### src/alu_branch_pkg.sv
// shared constants for the alu/branch instruction decoder
// assumes a 16-bit instruction word and 8-bit data path
package alu_branch_pkg;
    localparam int DATA_W = 8;
    localparam int PC_W = 21;
    localparam int BANK_W = 4;
    // upper-byte opcode patterns (masked compare)
    localparam logic [7:0] OPC_ADDC = 8'h20; // 0010 00da
    localparam logic [7:0] MSK_ADDC = 8'hFC;
    localparam logic [7:0] OPC_ANDL = 8'h0B; // 0000 1011
    localparam logic [7:0] MSK_FULL = 8'hFF;
    localparam logic [7:0] OPC_ANDR = 8'h14; // 0001 01da
    localparam logic [7:0] OPC_BCLR = 8'h90; // 1001 bbba
    localparam logic [7:0] MSK_BCLR = 8'hF0;
    localparam logic [7:0] OPC_BRC = 8'hE2;
    localparam logic [7:0] OPC_BRNC = 8'hE3;
    localparam logic [7:0] OPC_BRN = 8'hE6;
    localparam logic [7:0] OPC_BRNN = 8'hE7;
    localparam logic [7:0] OPC_BRNOV = 8'hE5;
    // operand bit positions in the upper byte
    localparam int D_BIT = 1;
    localparam int A_BIT = 0;
    localparam int B_LSB = 1;
    // access bank: low half of bank 0, high half of the top bank
    localparam logic [BANK_W-1:0] ACCESS_LO_BANK = 4'h0;
    localparam logic [BANK_W-1:0] ACCESS_HI_BANK = 4'hF;
    localparam logic [PC_W-1:0] PC_STEP = 21'h000002;
    localparam logic [DATA_W-1:0] DATA_RST = 8'h00;
    localparam logic [PC_W-1:0] PC_RST = 21'h000000;
    typedef enum logic [1:0] {
        PH_DECODE = 2'b00,
        PH_READ = 2'b01,
        PH_PROCESS = 2'b10,
        PH_WRITE = 2'b11
    } phase_t;
    typedef struct packed {
        logic n;
        logic ov;
        logic z;
        logic dc;
        logic c;
    } flags_t;
endpackage

### src/alu_exec_if.sv
// carrier between the sequencer and the arithmetic unit
// assumes both ends sit in the same clock domain
`timescale 1ns/1ps
`default_nettype none
interface alu_exec_if;
    import alu_branch_pkg::*;
    logic [DATA_W-1:0] acc;
    logic [DATA_W-1:0] opnd;
    logic carry_in;
    logic sel_add;
    logic sel_and;
    logic sel_bclr;
    logic [2:0] bit_sel;
    logic [DATA_W-1:0] result;
    flags_t flags_out;
    logic [4:0] flag_we;
    modport seq (output acc, opnd, carry_in, sel_add, sel_and, sel_bclr, bit_sel,
                 input result, flags_out, flag_we);
    modport alu (input acc, opnd, carry_in, sel_add, sel_and, sel_bclr, bit_sel,
                 output result, flags_out, flag_we);
endinterface
`default_nettype wire

### src/alu_exec_unit.sv
// combinational arithmetic for add-with-carry, and, and bit clear
// assumes the sequencer holds the operands stable through processing
`timescale 1ns/1ps
`default_nettype none
module alu_exec_unit
    import alu_branch_pkg::*;
(
    alu_exec_if.alu x
);
    logic [DATA_W:0] sum;
    logic [4:0] lo_sum;
    logic [DATA_W-1:0] and_res;
    logic [DATA_W-1:0] clr_mask;

    // add path, nibble sum gives digit carry
    always_comb begin
        sum = {1'b0, x.acc} + {1'b0, x.opnd} + {{DATA_W{1'b0}}, x.carry_in};
        lo_sum = {1'b0, x.acc[3:0]} + {1'b0, x.opnd[3:0]} + {4'h0, x.carry_in};
        and_res = x.acc & x.opnd;
        clr_mask = ~(8'h01 << x.bit_sel);
    end

    // result and flag select; write enables order n,ov,z,dc,c
    always_comb begin
        x.result = x.opnd;
        x.flags_out = '0;
        x.flag_we = 5'h00;
        if (x.sel_add) begin
            x.result = sum[DATA_W-1:0];
            x.flags_out.c = sum[DATA_W];
            x.flags_out.dc = lo_sum[4];
            x.flags_out.z = (sum[DATA_W-1:0] == DATA_RST);
            x.flags_out.n = sum[DATA_W-1];
            x.flags_out.ov = (x.acc[DATA_W-1] == x.opnd[DATA_W-1])
                && (sum[DATA_W-1] != x.acc[DATA_W-1]);
            x.flag_we = 5'h1F;
        end else if (x.sel_and) begin
            x.result = and_res;
            x.flags_out.z = (and_res == DATA_RST);
            x.flags_out.n = and_res[DATA_W-1];
            x.flag_we = 5'h14; // only n and z
        end else if (x.sel_bclr) begin
            x.result = x.opnd & clr_mask; // no flag enables
        end
    end
endmodule
`default_nettype wire

### src/alu_branch_instr_decode.sv
// four-phase decode/execute core for the add-with-carry, and, bit
// clear and conditional branch instructions.
// assumes the fetch side holds INSTR and INSTR_ADDR for a whole cycle
// and the register file answers RF_RDATA combinationally.
//
// Overview of operation
// - add-with-carry sums accumulator, register, carry
// - d picks accumulator or register destination
// - a=0 access bank, a=1 bank pointer
// - and-literal: accumulator and literal, n z
// - and-register: result per d, n z
// - bit clear by read-modify-write, no flags
// - branch offset signed, doubled before adding
// - taken branch: pc+2+2n, two cycles
// - branch on carry set
// - branch on carry clear
// - branch on negative set
// - branch on negative clear
// - branch on overflow clear
`timescale 1ns/1ps
`default_nettype none
module alu_branch_instr_decode
    import alu_branch_pkg::*;
(
    input wire logic CLK,
    input wire logic RST,
    input wire logic [15:0] INSTR,
    input wire logic [PC_W-1:0] INSTR_ADDR,
    input wire logic [BANK_W-1:0] BANK_SELECT_POINTER,
    input wire logic [DATA_W-1:0] RF_RDATA,
    output logic [BANK_W+DATA_W-1:0] RF_ADDR,
    output logic RF_RE,
    output logic [DATA_W-1:0] RF_WDATA,
    output logic RF_WE,
    output logic [DATA_W-1:0] WORKING_ACCUMULATOR,
    output logic [4:0] STATUS_FLAGS,
    output logic [PC_W-1:0] PC_LOAD_VALUE,
    output logic PC_LOAD,
    output logic [1:0] PHASE,
    output logic STALL_NOP,
    output logic ILLEGAL
);
    localparam logic [DATA_W-1:0] ACCESS_SPLIT = 8'h80;

    typedef enum logic [3:0] {
        OP_NONE = 4'h0,
        OP_ADDC = 4'h1,
        OP_ANDL = 4'h2,
        OP_ANDR = 4'h3,
        OP_BCLR = 4'h4,
        OP_BRANCH = 4'h5
    } op_t;

    typedef struct packed {
        phase_t phase;
        op_t op;
        logic [15:0] ir;
        logic [PC_W-1:0] iaddr;
        logic [DATA_W-1:0] opnd;
        logic [DATA_W-1:0] res;
        logic [DATA_W-1:0] wacc;
        flags_t flags;
        logic take;
        logic nop_cycle;
        logic [BANK_W+DATA_W-1:0] addr;
        logic rf_re;
        logic rf_we;
        logic [PC_W-1:0] pc_val;
        logic pc_ld;
        logic illegal;
    } state_t;

    state_t st_reg;
    state_t st_next;
    alu_exec_if ax();
    logic [7:0] hi;
    logic cond;
    logic [PC_W-1:0] offs;
    flags_t fl_merge;

    alu_exec_unit u_alu (
        .x(ax)
    );

    assign hi = st_reg.ir[15:8];

    // feed the arithmetic unit from the latched operands
    always_comb begin
        ax.acc = st_reg.wacc;
        ax.opnd = (st_reg.op == OP_ANDL) ? st_reg.ir[7:0] : st_reg.opnd;
        ax.carry_in = st_reg.flags.c;
        ax.sel_add = (st_reg.op == OP_ADDC);
        ax.sel_and = (st_reg.op == OP_ANDL) || (st_reg.op == OP_ANDR);
        ax.sel_bclr = (st_reg.op == OP_BCLR);
        // bit number sits in the upper byte of the word
        ax.bit_sel = st_reg.ir[8+B_LSB+2:8+B_LSB];
    end

    // branch condition from the current flags
    always_comb begin
        case (hi)
            OPC_BRC: cond = st_reg.flags.c;
            OPC_BRNC: cond = !st_reg.flags.c;
            OPC_BRN: cond = st_reg.flags.n;
            OPC_BRNN: cond = !st_reg.flags.n;
            OPC_BRNOV: cond = !st_reg.flags.ov;
            default: cond = 1'b0;
        endcase
        // sign-extend then double the offset
        offs = PC_W'({{(PC_W-DATA_W){st_reg.ir[7]}}, st_reg.ir[7:0]} << 1);
        fl_merge.n = ax.flag_we[4] ? ax.flags_out.n : st_reg.flags.n;
        fl_merge.ov = ax.flag_we[3] ? ax.flags_out.ov : st_reg.flags.ov;
        fl_merge.z = ax.flag_we[2] ? ax.flags_out.z : st_reg.flags.z;
        fl_merge.dc = ax.flag_we[1] ? ax.flags_out.dc : st_reg.flags.dc;
        fl_merge.c = ax.flag_we[0] ? ax.flags_out.c : st_reg.flags.c;
    end

    // one phase per clock; a taken branch adds a nop cycle
    always_comb begin
        st_next = st_reg;
        st_next.pc_ld = 1'b0;
        st_next.rf_we = 1'b0;
        st_next.rf_re = 1'b0;
        st_next.phase = phase_t'(st_reg.phase + 2'b01);
        case (st_reg.phase)
            PH_DECODE: begin
                st_next.ir = INSTR;
                st_next.iaddr = INSTR_ADDR;
                st_next.illegal = 1'b0;
                if (st_reg.nop_cycle) begin
                    st_next.op = OP_NONE; // flushed slot
                end else if ((INSTR[15:8] & MSK_ADDC) == OPC_ADDC) begin
                    st_next.op = OP_ADDC;
                end else if (INSTR[15:8] == OPC_ANDL) begin
                    st_next.op = OP_ANDL;
                end else if ((INSTR[15:8] & MSK_ADDC) == OPC_ANDR) begin
                    st_next.op = OP_ANDR;
                end else if ((INSTR[15:8] & MSK_BCLR) == OPC_BCLR) begin
                    st_next.op = OP_BCLR;
                end else if (INSTR[15:8] == OPC_BRC || INSTR[15:8] == OPC_BRNC
                        || INSTR[15:8] == OPC_BRN || INSTR[15:8] == OPC_BRNN
                        || INSTR[15:8] == OPC_BRNOV) begin
                    st_next.op = OP_BRANCH;
                end else begin
                    st_next.op = OP_NONE;
                    st_next.illegal = 1'b1; // outside this block's subset
                end
                // bank choice: access bank or pointer
                if (!INSTR[8 + A_BIT]) begin
                    st_next.addr = {(INSTR[7:0] < ACCESS_SPLIT) ? ACCESS_LO_BANK
                        : ACCESS_HI_BANK, INSTR[7:0]};
                end else begin
                    st_next.addr = {BANK_SELECT_POINTER, INSTR[7:0]};
                end
            end
            PH_READ: begin
                // register read for register-operand ops
                if (st_reg.op == OP_ADDC || st_reg.op == OP_ANDR
                        || st_reg.op == OP_BCLR) begin
                    st_next.rf_re = 1'b1;
                    st_next.opnd = RF_RDATA;
                end
            end
            PH_PROCESS: begin
                st_next.res = ax.result;
                st_next.take = (st_reg.op == OP_BRANCH) && cond;
            end
            PH_WRITE: begin
                st_next.nop_cycle = 1'b0;
                case (st_reg.op)
                    OP_ADDC, OP_ANDR: begin
                        st_next.flags = fl_merge;
                        if (st_reg.ir[8 + D_BIT]) begin
                            st_next.rf_we = 1'b1; // d=1 register
                        end else begin
                            st_next.wacc = st_reg.res; // d=0 accumulator
                        end
                    end
                    OP_ANDL: begin
                        st_next.flags = fl_merge;
                        st_next.wacc = st_reg.res;
                    end
                    OP_BCLR: begin
                        st_next.rf_we = 1'b1; // write back, flags kept
                    end
                    OP_BRANCH: begin
                        if (st_reg.take) begin
                            st_next.pc_val = PC_W'(st_reg.iaddr + PC_STEP + offs);
                            st_next.pc_ld = 1'b1;
                            st_next.nop_cycle = 1'b1;
                        end
                    end
                    default: begin
                    end
                endcase
            end
            default: begin
                st_next.phase = PH_DECODE;
            end
        endcase
    end

    // single state register, synchronous reset
    always_ff @(posedge CLK) begin
        if (RST) begin
            st_reg <= '0;
        end else begin
            st_reg <= st_next;
        end
    end

    // outputs straight from the state register
    assign RF_ADDR = st_reg.addr;
    assign RF_RE = st_reg.rf_re;
    assign RF_WDATA = st_reg.res;
    assign RF_WE = st_reg.rf_we;
    assign WORKING_ACCUMULATOR = st_reg.wacc;
    assign STATUS_FLAGS = st_reg.flags;
    assign PC_LOAD_VALUE = st_reg.pc_val;
    assign PC_LOAD = st_reg.pc_ld;
    assign PHASE = st_reg.phase;
    assign STALL_NOP = st_reg.nop_cycle;
    assign ILLEGAL = st_reg.illegal;
endmodule
`default_nettype wire

### config.mk
export PLATFORM = sky130hd
export DESIGN_NAME = alu_branch_instr_decode
export DESIGN_NICKNAME = d
export VERILOG_FILES = /design/src/alu_branch_pkg.sv /design/src/alu_exec_if.sv /design/src/alu_exec_unit.sv /design/src/alu_branch_instr_decode.sv
export SDC_FILE = /design/constraint.sdc
export NUM_CORES = 1
export LEC_CHECK = 0
export ABC_CLOCK_PERIOD_IN_PS = 3100
export BUFFER_PORTS_ARGS = -buffer_cell sky130_fd_sc_hd__buf_4
export CORE_UTILIZATION = 25
export DETAILED_ROUTE_END_ITERATION = 16
export PLACE_DENSITY_LB_ADDON = 0.08
export SYNTH_ARGS = -nofsm -noshare
export SYNTH_HDL_FRONTEND = slang
export SYNTH_HIERARCHICAL = 1
export SYNTH_SLANG_ARGS = --single-unit
export TNS_END_PERCENT = 30
### constraint.sdc
create_clock -name CLK -period 3.1 [get_ports CLK]
set_input_delay 0.62 -clock CLK [delete_from_list [all_inputs] [get_ports CLK]]
set_output_delay 0.62 -clock CLK [all_outputs]
set_load 0.03 [all_outputs]
==> summary.md, run 1 <==
| Metric | Value |
|---|---|
| Outcome | finished clean |
| Netlist cell types | 62 |
| Post-synthesis async set-or-reset flop share | 0 |
| GPL Wtd Cong | 0.829 |
| Via/cell ratio | 4.60 |
| Flop and latch count out of synthesis | 102 |
| Post-Syn Nets | 833 |
| EDFF count, synth | 0 |
| Worst min-delay path startpoint | PC_LOAD_VALUE[20] |
| Routed length per instance | 15.8 µm |
| R2R Path Start | st_reg[106] |
| Initial drt markers | 256 |
| Via count | 5149 |
| Leakage power total | 0.00334 µW |
| Sw frac | 0.289 |
| CTS tree | built |
| Die area | 25700 µm² |
| Tightest Pin Transition | 783 ps |
| Worst-path fanout max | 2 |
| Register area share after synthesis | 0.326 |
| PwrDens | 426 nW/µm² |
| Die Ht | 160 µm |
| CTS root buffer | clkbuf_16 |
| HP Class | reg -> reg |
| Largest register FFs | 33 |
| Hold Path Stages | 2 |
| DR pass1 iterations | 4 |
| Ant. Diodes | 0 |
| Number of buffers created by CTS | 9 |
| Worst Path Arrival | 3310 ps |
| Setup TNS | 0 ps |
| Setup violations, final | 0 |
| MaxCap Viol Count | 0 |
| # H-tree levels | 3 |
| Antenna violations before repair | 0 |
| IO Pins | 112 |
| Endpoint class of the critical path | flop |
| Max Buffers Root-to-Sink | 2 |
| Register area | 2040 µm² |
| Required @ worst endpoint | 3390 ps |
| Worst Skew | 10.6 ps |
| Hold WS | 453 ps |
| Reg2reg path depth | 14 |
| Layout cell share with drive strength beyond 1 | 0.225 |
| WL final | 17.7 mm |
| Crit start category | flop |
| Ys flop type | dfxtp_1 |
| Row cnt | 57 |
| Average cell area after synthesis | 8.59 µm² |
| Vias in the first global route | 5040 |
| Crit Path Class | reg -> reg |
| FF-to-FF End | STATUS_FLAGS[2] |
| Max_slew headroom | 0.478 |
| Remaining Overflow, GRT | 0 |
| Fillers | 2594 |
| R2R setup slack | 80 ps |
| Antenna viol nets, final | 0 |
| First-pass GRT wire length | 28.2 mm |
| Nets | 893 |
| Slew Limit Fails | 0 |
| RSZ-0062 raised after global routing | yes |
| P_sw | 921 µW |
| Final HPWL DP | 13.6 mm |
| Core area | 24500 µm² |
| Pin count of the biggest net entering global routing | 53 |
| Most frequent cells in the layout | buf_4, dfxtp_1, nor2_1 |
| Clk slew on worst S/H paths | 80 ps |
| Cell Int Power | 2260 µW |
| Layout area overhead | 19.1% |
| Tcrit/Tclk final | 0.975 |
| Count of final hold-check violations | 0 |
| Peak supply drop | 0.000225 V |
| Gate Count Post-Synth | 730 |
| Initial Util | 0.256 |
| Cell Area, Synth | 6270 µm² |
| PortBufs | 111 |
| Total track usage | 0.140 |
| Footprint of the multi-input gates | 3600 µm² |
| Chip width | 160 µm |
| Clk sinks | 102 |
| Yosys warns | 6 |
| Comb power frac | 0.184 |
| # DRC | 0 |
| F_max | 331 MHz |
| Clock power share | 0.374 |
| Share of power burned in registers | 0.442 |
| Clk_lat worst skew | 360 ps |
| WHS Endpoint | PC_LOAD_VALUE[20] |
| Commonest non-fill, non-tap cell in the layout | buf_4 |
| Fin crit period | 3020 ps |
stage by stage:
step	total power [µW]	area, µm²	utilization	setup slack [ps]	instances
2_1_floorplan	1840	6270	-	60.6	730
3_3_place_gp	2030	7120	0.291	56.6	1101
3_5_place_dp	2030	7120	0.291	-24.6	1101
4_1_cts	3250	7430	0.304	4.78	1117
5_1_grt	3360	7460	0.305	-78.6	1119
6_report	3180	7460	0.305	78.5	1119
cell type report:
class | instances | area share
inverter | 23 | 0.0116
multi-input combinational | 517 | 0.482
clock buffer | 11 | 0.0325
timing repair buffer | 137 | 0.138
clock inverter | 5 | 0.00788
sequential | 102 | 0.274
tap | 324 | 0.0543
worst max-delay path, stage by stage (launching register included):
cell and delay [ps]:
dfxtp_1 340, nor2b_4 140, nor2b_4 150, mux2_2 170, inv_1 60, fa_2 360
fa_2 430, nor2b_4 120, nor3_1 50, o31a_1 290, xor2_1 210, nand4_1 150
o31ai_2 250, nand3_1 90, a21oi_1 130
power by group through the flow:
stage | clock network (µW) | logic (µW) | registers, µW
2_1_floorplan | 0 | 409 | 1430
3_3_place_gp | 0 | 587 | 1440
3_5_place_dp | 0 | 587 | 1440
4_1_cts | 1250 | 590 | 1410
6_report | 1190 | 584 | 1410
5_1_grt | 1300 | 648 | 1420
kinds of logic after synthesis:
group / Yosys count / share of synthesized area
buffers and inverters: 111 / 0.104
and+or+nand+nor: 239 / 0.177
DFF: 102 / 0.326
muxes: 77 / 0.125
AOI/OAI and AO/OA: 132 / 0.137
xor gates and xnor gates: 17 / 0.0238
adders and majority gates: 52 / 0.107
cells in the mapped netlist, drive strengths merged, types with 2 or more instances:
cell	count	area share
fa	3	0.0096
nor3	14	0.011
mux2	10	0.018
o31a	4	0.0056
a211oi	14	0.017
or3	4	0.0040
nor4b	2	0.0028
o21a	6	0.0072
nor2b	13	0.015
nand2b	10	0.010
a32o	2	0.0032
a2111o	2	0.0036
o21bai	3	0.0036
o31ai	2	0.0032
o2111ai	3	0.0052
inv	23	0.014
nor2	104	0.063
nand3	18	0.014
clkbuf	18	0.011
a21o	4	0.0050
a21oi	49	0.039
o21ai	26	0.021
a32oi	4	0.0056
xnor2	7	0.0098
and3	2	0.0020
o211ai	2	0.0024
dfxtp	102	0.33
o311ai	2	0.0028
nand2	52	0.031
nand4	8	0.0080
mux2i	67	0.11
buf	70	0.080
ha	49	0.098
nand3b	2	0.0024
nor3b	4	0.0056
xor2	10	0.014
what timing repair did:
action                                  4_1_cts  5_1_grt
endpoints found under the setup margin        1        4
resized for setup                             1        6
pin swaps                                     0        6
hold buffers                                  0        0
setup buffers                                 0        2
layer usage:
layer,track usage,share of wire,up-vias
met4,0.0437,0.014,0
met1,0.195,0.50,2387
met2,0.210,0.43,134
met5,0,0,-
li1,-,-,2613
met3,0.0372,0.058,15
worst max path at each step:
stage                            from  slack [ps]  cells past startpoint              end
after global routing      st_reg[106]         -80                     14  STATUS_FLAGS[2]
after CTS                 st_reg[106]           5                     14  STATUS_FLAGS[2]
after floorplan           st_reg[106]          60                     15  STATUS_FLAGS[2]
after global placement    st_reg[106]          60                     14  STATUS_FLAGS[2]
after detailed placement  st_reg[106]         -20                     14  STATUS_FLAGS[2]
final                     st_reg[106]          80                     14  STATUS_FLAGS[2]
Power figures use the tool's default switching activity.
==> inputs of run 2 (changes only) <==
--- a/config.mk
+++ b/config.mk
@@ -5,8 +5,10 @@
 export SDC_FILE = /design/constraint.sdc
 export NUM_CORES = 1
 export LEC_CHECK = 0
-export ABC_CLOCK_PERIOD_IN_PS = 3100
+export ABC_CLOCK_PERIOD_IN_PS = 3400
 export BUFFER_PORTS_ARGS = -buffer_cell sky130_fd_sc_hd__buf_4
+export CELL_PAD_IN_SITES_DETAIL_PLACEMENT = 1
+export CELL_PAD_IN_SITES_GLOBAL_PLACEMENT = 1
 export CORE_UTILIZATION = 25
 export DETAILED_ROUTE_END_ITERATION = 16
 export PLACE_DENSITY_LB_ADDON = 0.08
==> constraint.sdc (replaced) <==
create_clock -name CLK -period 3.4 [get_ports CLK]
set_input_delay 0.68 -clock CLK [delete_from_list [all_inputs] [get_ports CLK]]
set_output_delay 0.68 -clock CLK [all_outputs]
set_load 0.03 [all_outputs]
==> run 2 against run 1 <==
- global-route usage up 0.80 points
- total power shrank 10%
- sequential power decreased by 9%
- fmax shrank 4.0%
- via count up 0.78%
- cell count decreased by 1.1%
- critical endpoint unchanged
- worst setup slack improved by 180 ps
- non-clock buffer count down 12
- final area decreased by 1.5%
==> summary.md, run 2 (synthesized netlist as in run 1, its figures left out) <==
| Metric | Value |
|---|---|
| Die Ht | 160 µm |
| Max incr delay on CP | 440 ps |
| # H-tree levels | 3 |
| Hold WS | 458 ps |
| Crit Path Class | reg -> reg |
| Endpoint class of the critical path | flop |
| Hold Buf Count CTS | 0 |
| Most numerous cell on the critical path | nor2b_4 |
| HP Class | reg -> reg |
| Clk slew on worst S/H paths | 70 ps |
| Pin count of the biggest net entering global routing | 51 |
| Post_cts resized | 0 |
| CP top delay family | adder cells |
| Leakage power total | 0.00329 µW |
| Worst Path Arrival | 3430 ps |
| Hold Path Stages | 2 |
| Max_slew headroom | 0.278 |
| Crit start category | flop |
| R2R setup slack | 250 ps |
| Routed length per instance | 17.1 µm |
| # DRC | 0 |
| IO Pins | 112 |
| CP cell instances | nor2b_1 > nor2b_4 > mux2_2 > inv_1 > fa_1 > fa_2 > nor2b_4 > nor3_1 > o31a_1 > xor2_2 > nand4_1 > o31ai_2 > nand3_1 > a21oi_1 |
| Buf+Inv Stages, Crit Path | 1 |
| WHS Endpoint | PC_LOAD_VALUE[9] |
| Most frequent cells in the layout | buf_4, dfxtp_1, nor2_1 |
| F_max | 318 MHz |
| PwrDens | 388 nW/µm² |
| Chip width | 160 µm |
| Nets | 881 |
| Fin crit period | 3150 ps |
| Largest register FFs | 33 |
| First-pass GRT wire length | 29.9 mm |
| Remaining Overflow, GRT | 0 |
| CTS tree | built |
| Initial Util | 0.256 |
| Core Util, Final | 0.300 |
| Count of final hold-check violations | 0 |
| WL final | 18.9 mm |
| Final HPWL DP | 14.6 mm |
| PortBufs | 111 |
| Max Buffers Root-to-Sink | 2 |
| Core area | 24500 µm² |
| Die area | 25700 µm² |
| Worst min-delay path startpoint | PC_LOAD_VALUE[9] |
| Outcome | finished clean |
| Antenna viol nets, final | 0 |
| Slew Limit Fails | 0 |
| Fin worst setup slack | 254 ps |
| Worst Skew | 9.91 ps |
| Place WS | 96.8 ps |
| Tightest Pin Transition | 1080 ps |
| Antenna violations before repair | 0 |
| Commonest non-fill, non-tap cell in the layout | buf_4 |
| Worst-path fanout max | 6 |
| Required @ worst endpoint | 3680 ps |
| Via/cell ratio | 4.69 |
| Clk_lat worst skew | 360 ps |
| Via count | 5189 |
| Layout cell share with drive strength beyond 1 | 0.212 |
| Vias in the first global route | 5388 |
| Reg2reg path depth | 14 |
| Row cnt | 57 |
| Initial drt markers | 167 |
| MaxCap Viol Count | 0 |
| CTS root buffer | clkbuf_16 |
| R2R Path Start | st_reg[107] |
| Worst Setup SP | st_reg[107] |
| Tcrit/Tclk final | 0.925 |
| Peak supply drop | 0.000131 V |
| FF-to-FF End | STATUS_FLAGS[2] |
| Setup violations, final | 0 |
| DR pass1 iterations | 4 |
| Total track usage | 0.148 |
| Slowest CP cell | fa_1 |
| GPL Wtd Cong | 0.825 |
| Fillers | 2888 |
| Layout area overhead | 17.3% |
| Post-CTS Setup Inserts | 0 |
| Number of buffers created by CTS | 9 |
| Clk sinks | 102 |
| Ant. Diodes | 0 |
run 2: cell types whose count changed in the layout (fill, tap and decap cells not counted), sizes merged:
cell | previous run | this run
inv | 23 | 24
bufinv | 1 | 0
buf | 137 | 125
clkinv | 2 | 4
clkinvlp | 2 | 0
run 2: worst max-delay path by stage:
stage	cells after the start	endpoint	slack, ps
after CTS	14	STATUS_FLAGS[2]	50
final	14	STATUS_FLAGS[2]	250
after global placement	14	STATUS_FLAGS[2]	210
after global routing	14	STATUS_FLAGS[2]	-5
after detailed placement	14	STATUS_FLAGS[2]	100
after floorplan	15	STATUS_FLAGS[2]	170
run 2: stage by stage:
step | setup TNS (ps) | power (µW) | area, µm² | instances
after floorplan | 0 | 1680 | 6270 | 730
after global placement | 0 | 1850 | 7050 | 1091
after detailed placement | 0 | 1860 | 7050 | 1091
after CTS | 0 | 2920 | 7330 | 1107
after global routing | -4.69 | 3030 | 7350 | 1107
final | 0 | 2850 | 7350 | 1107
run 2: layout make-up:
class | instances | area [µm²] | share of cell area
Multi-Input combinational cell | 517 | 3590 | 0.489
Sequential cell | 102 | 2040 | 0.278
Timing Repair Buffer | 125 | 938 | 0.128
Tap cell | 324 | 405 | 0.0552
Clock buffer | 11 | 253 | 0.0344
Inverter | 23 | 86.3 | 0.0117
Clock inverter | 5 | 32.5 | 0.00443
run 2: power breakdown:
part / total, µW / internal, µW / switching [µW]
Combinational: 529 / 223 / 306
Sequential: 1290 / 1240 / 48.3
Clock: 1030 / 538 / 495
run 2: per-layer routing:
layer / share of wire / wire length (µm) / track usage / vias to the layer above
li1: - / - / - / 2585
met1: 0.50 / 9450 / 0.205 / 2497
met2: 0.45 / 8520 / 0.235 / 92
met3: 0.035 / 669 / 0.0243 / 15
met4: 0.014 / 267 / 0.0481 / 0
met5: 0 / 0 / 0 / -
run 2: worst reg2reg max path: cells and delay by family, from the launching register on:
family	cells	cell delay, ps
xor gates and xnor gates	1	160
DFF	1	370
and+or+nand+nor	6	790
muxes	1	180
adders and majority gates	2	840
buffers and inverters	1	70
AOI/OAI and AO/OA	3	690
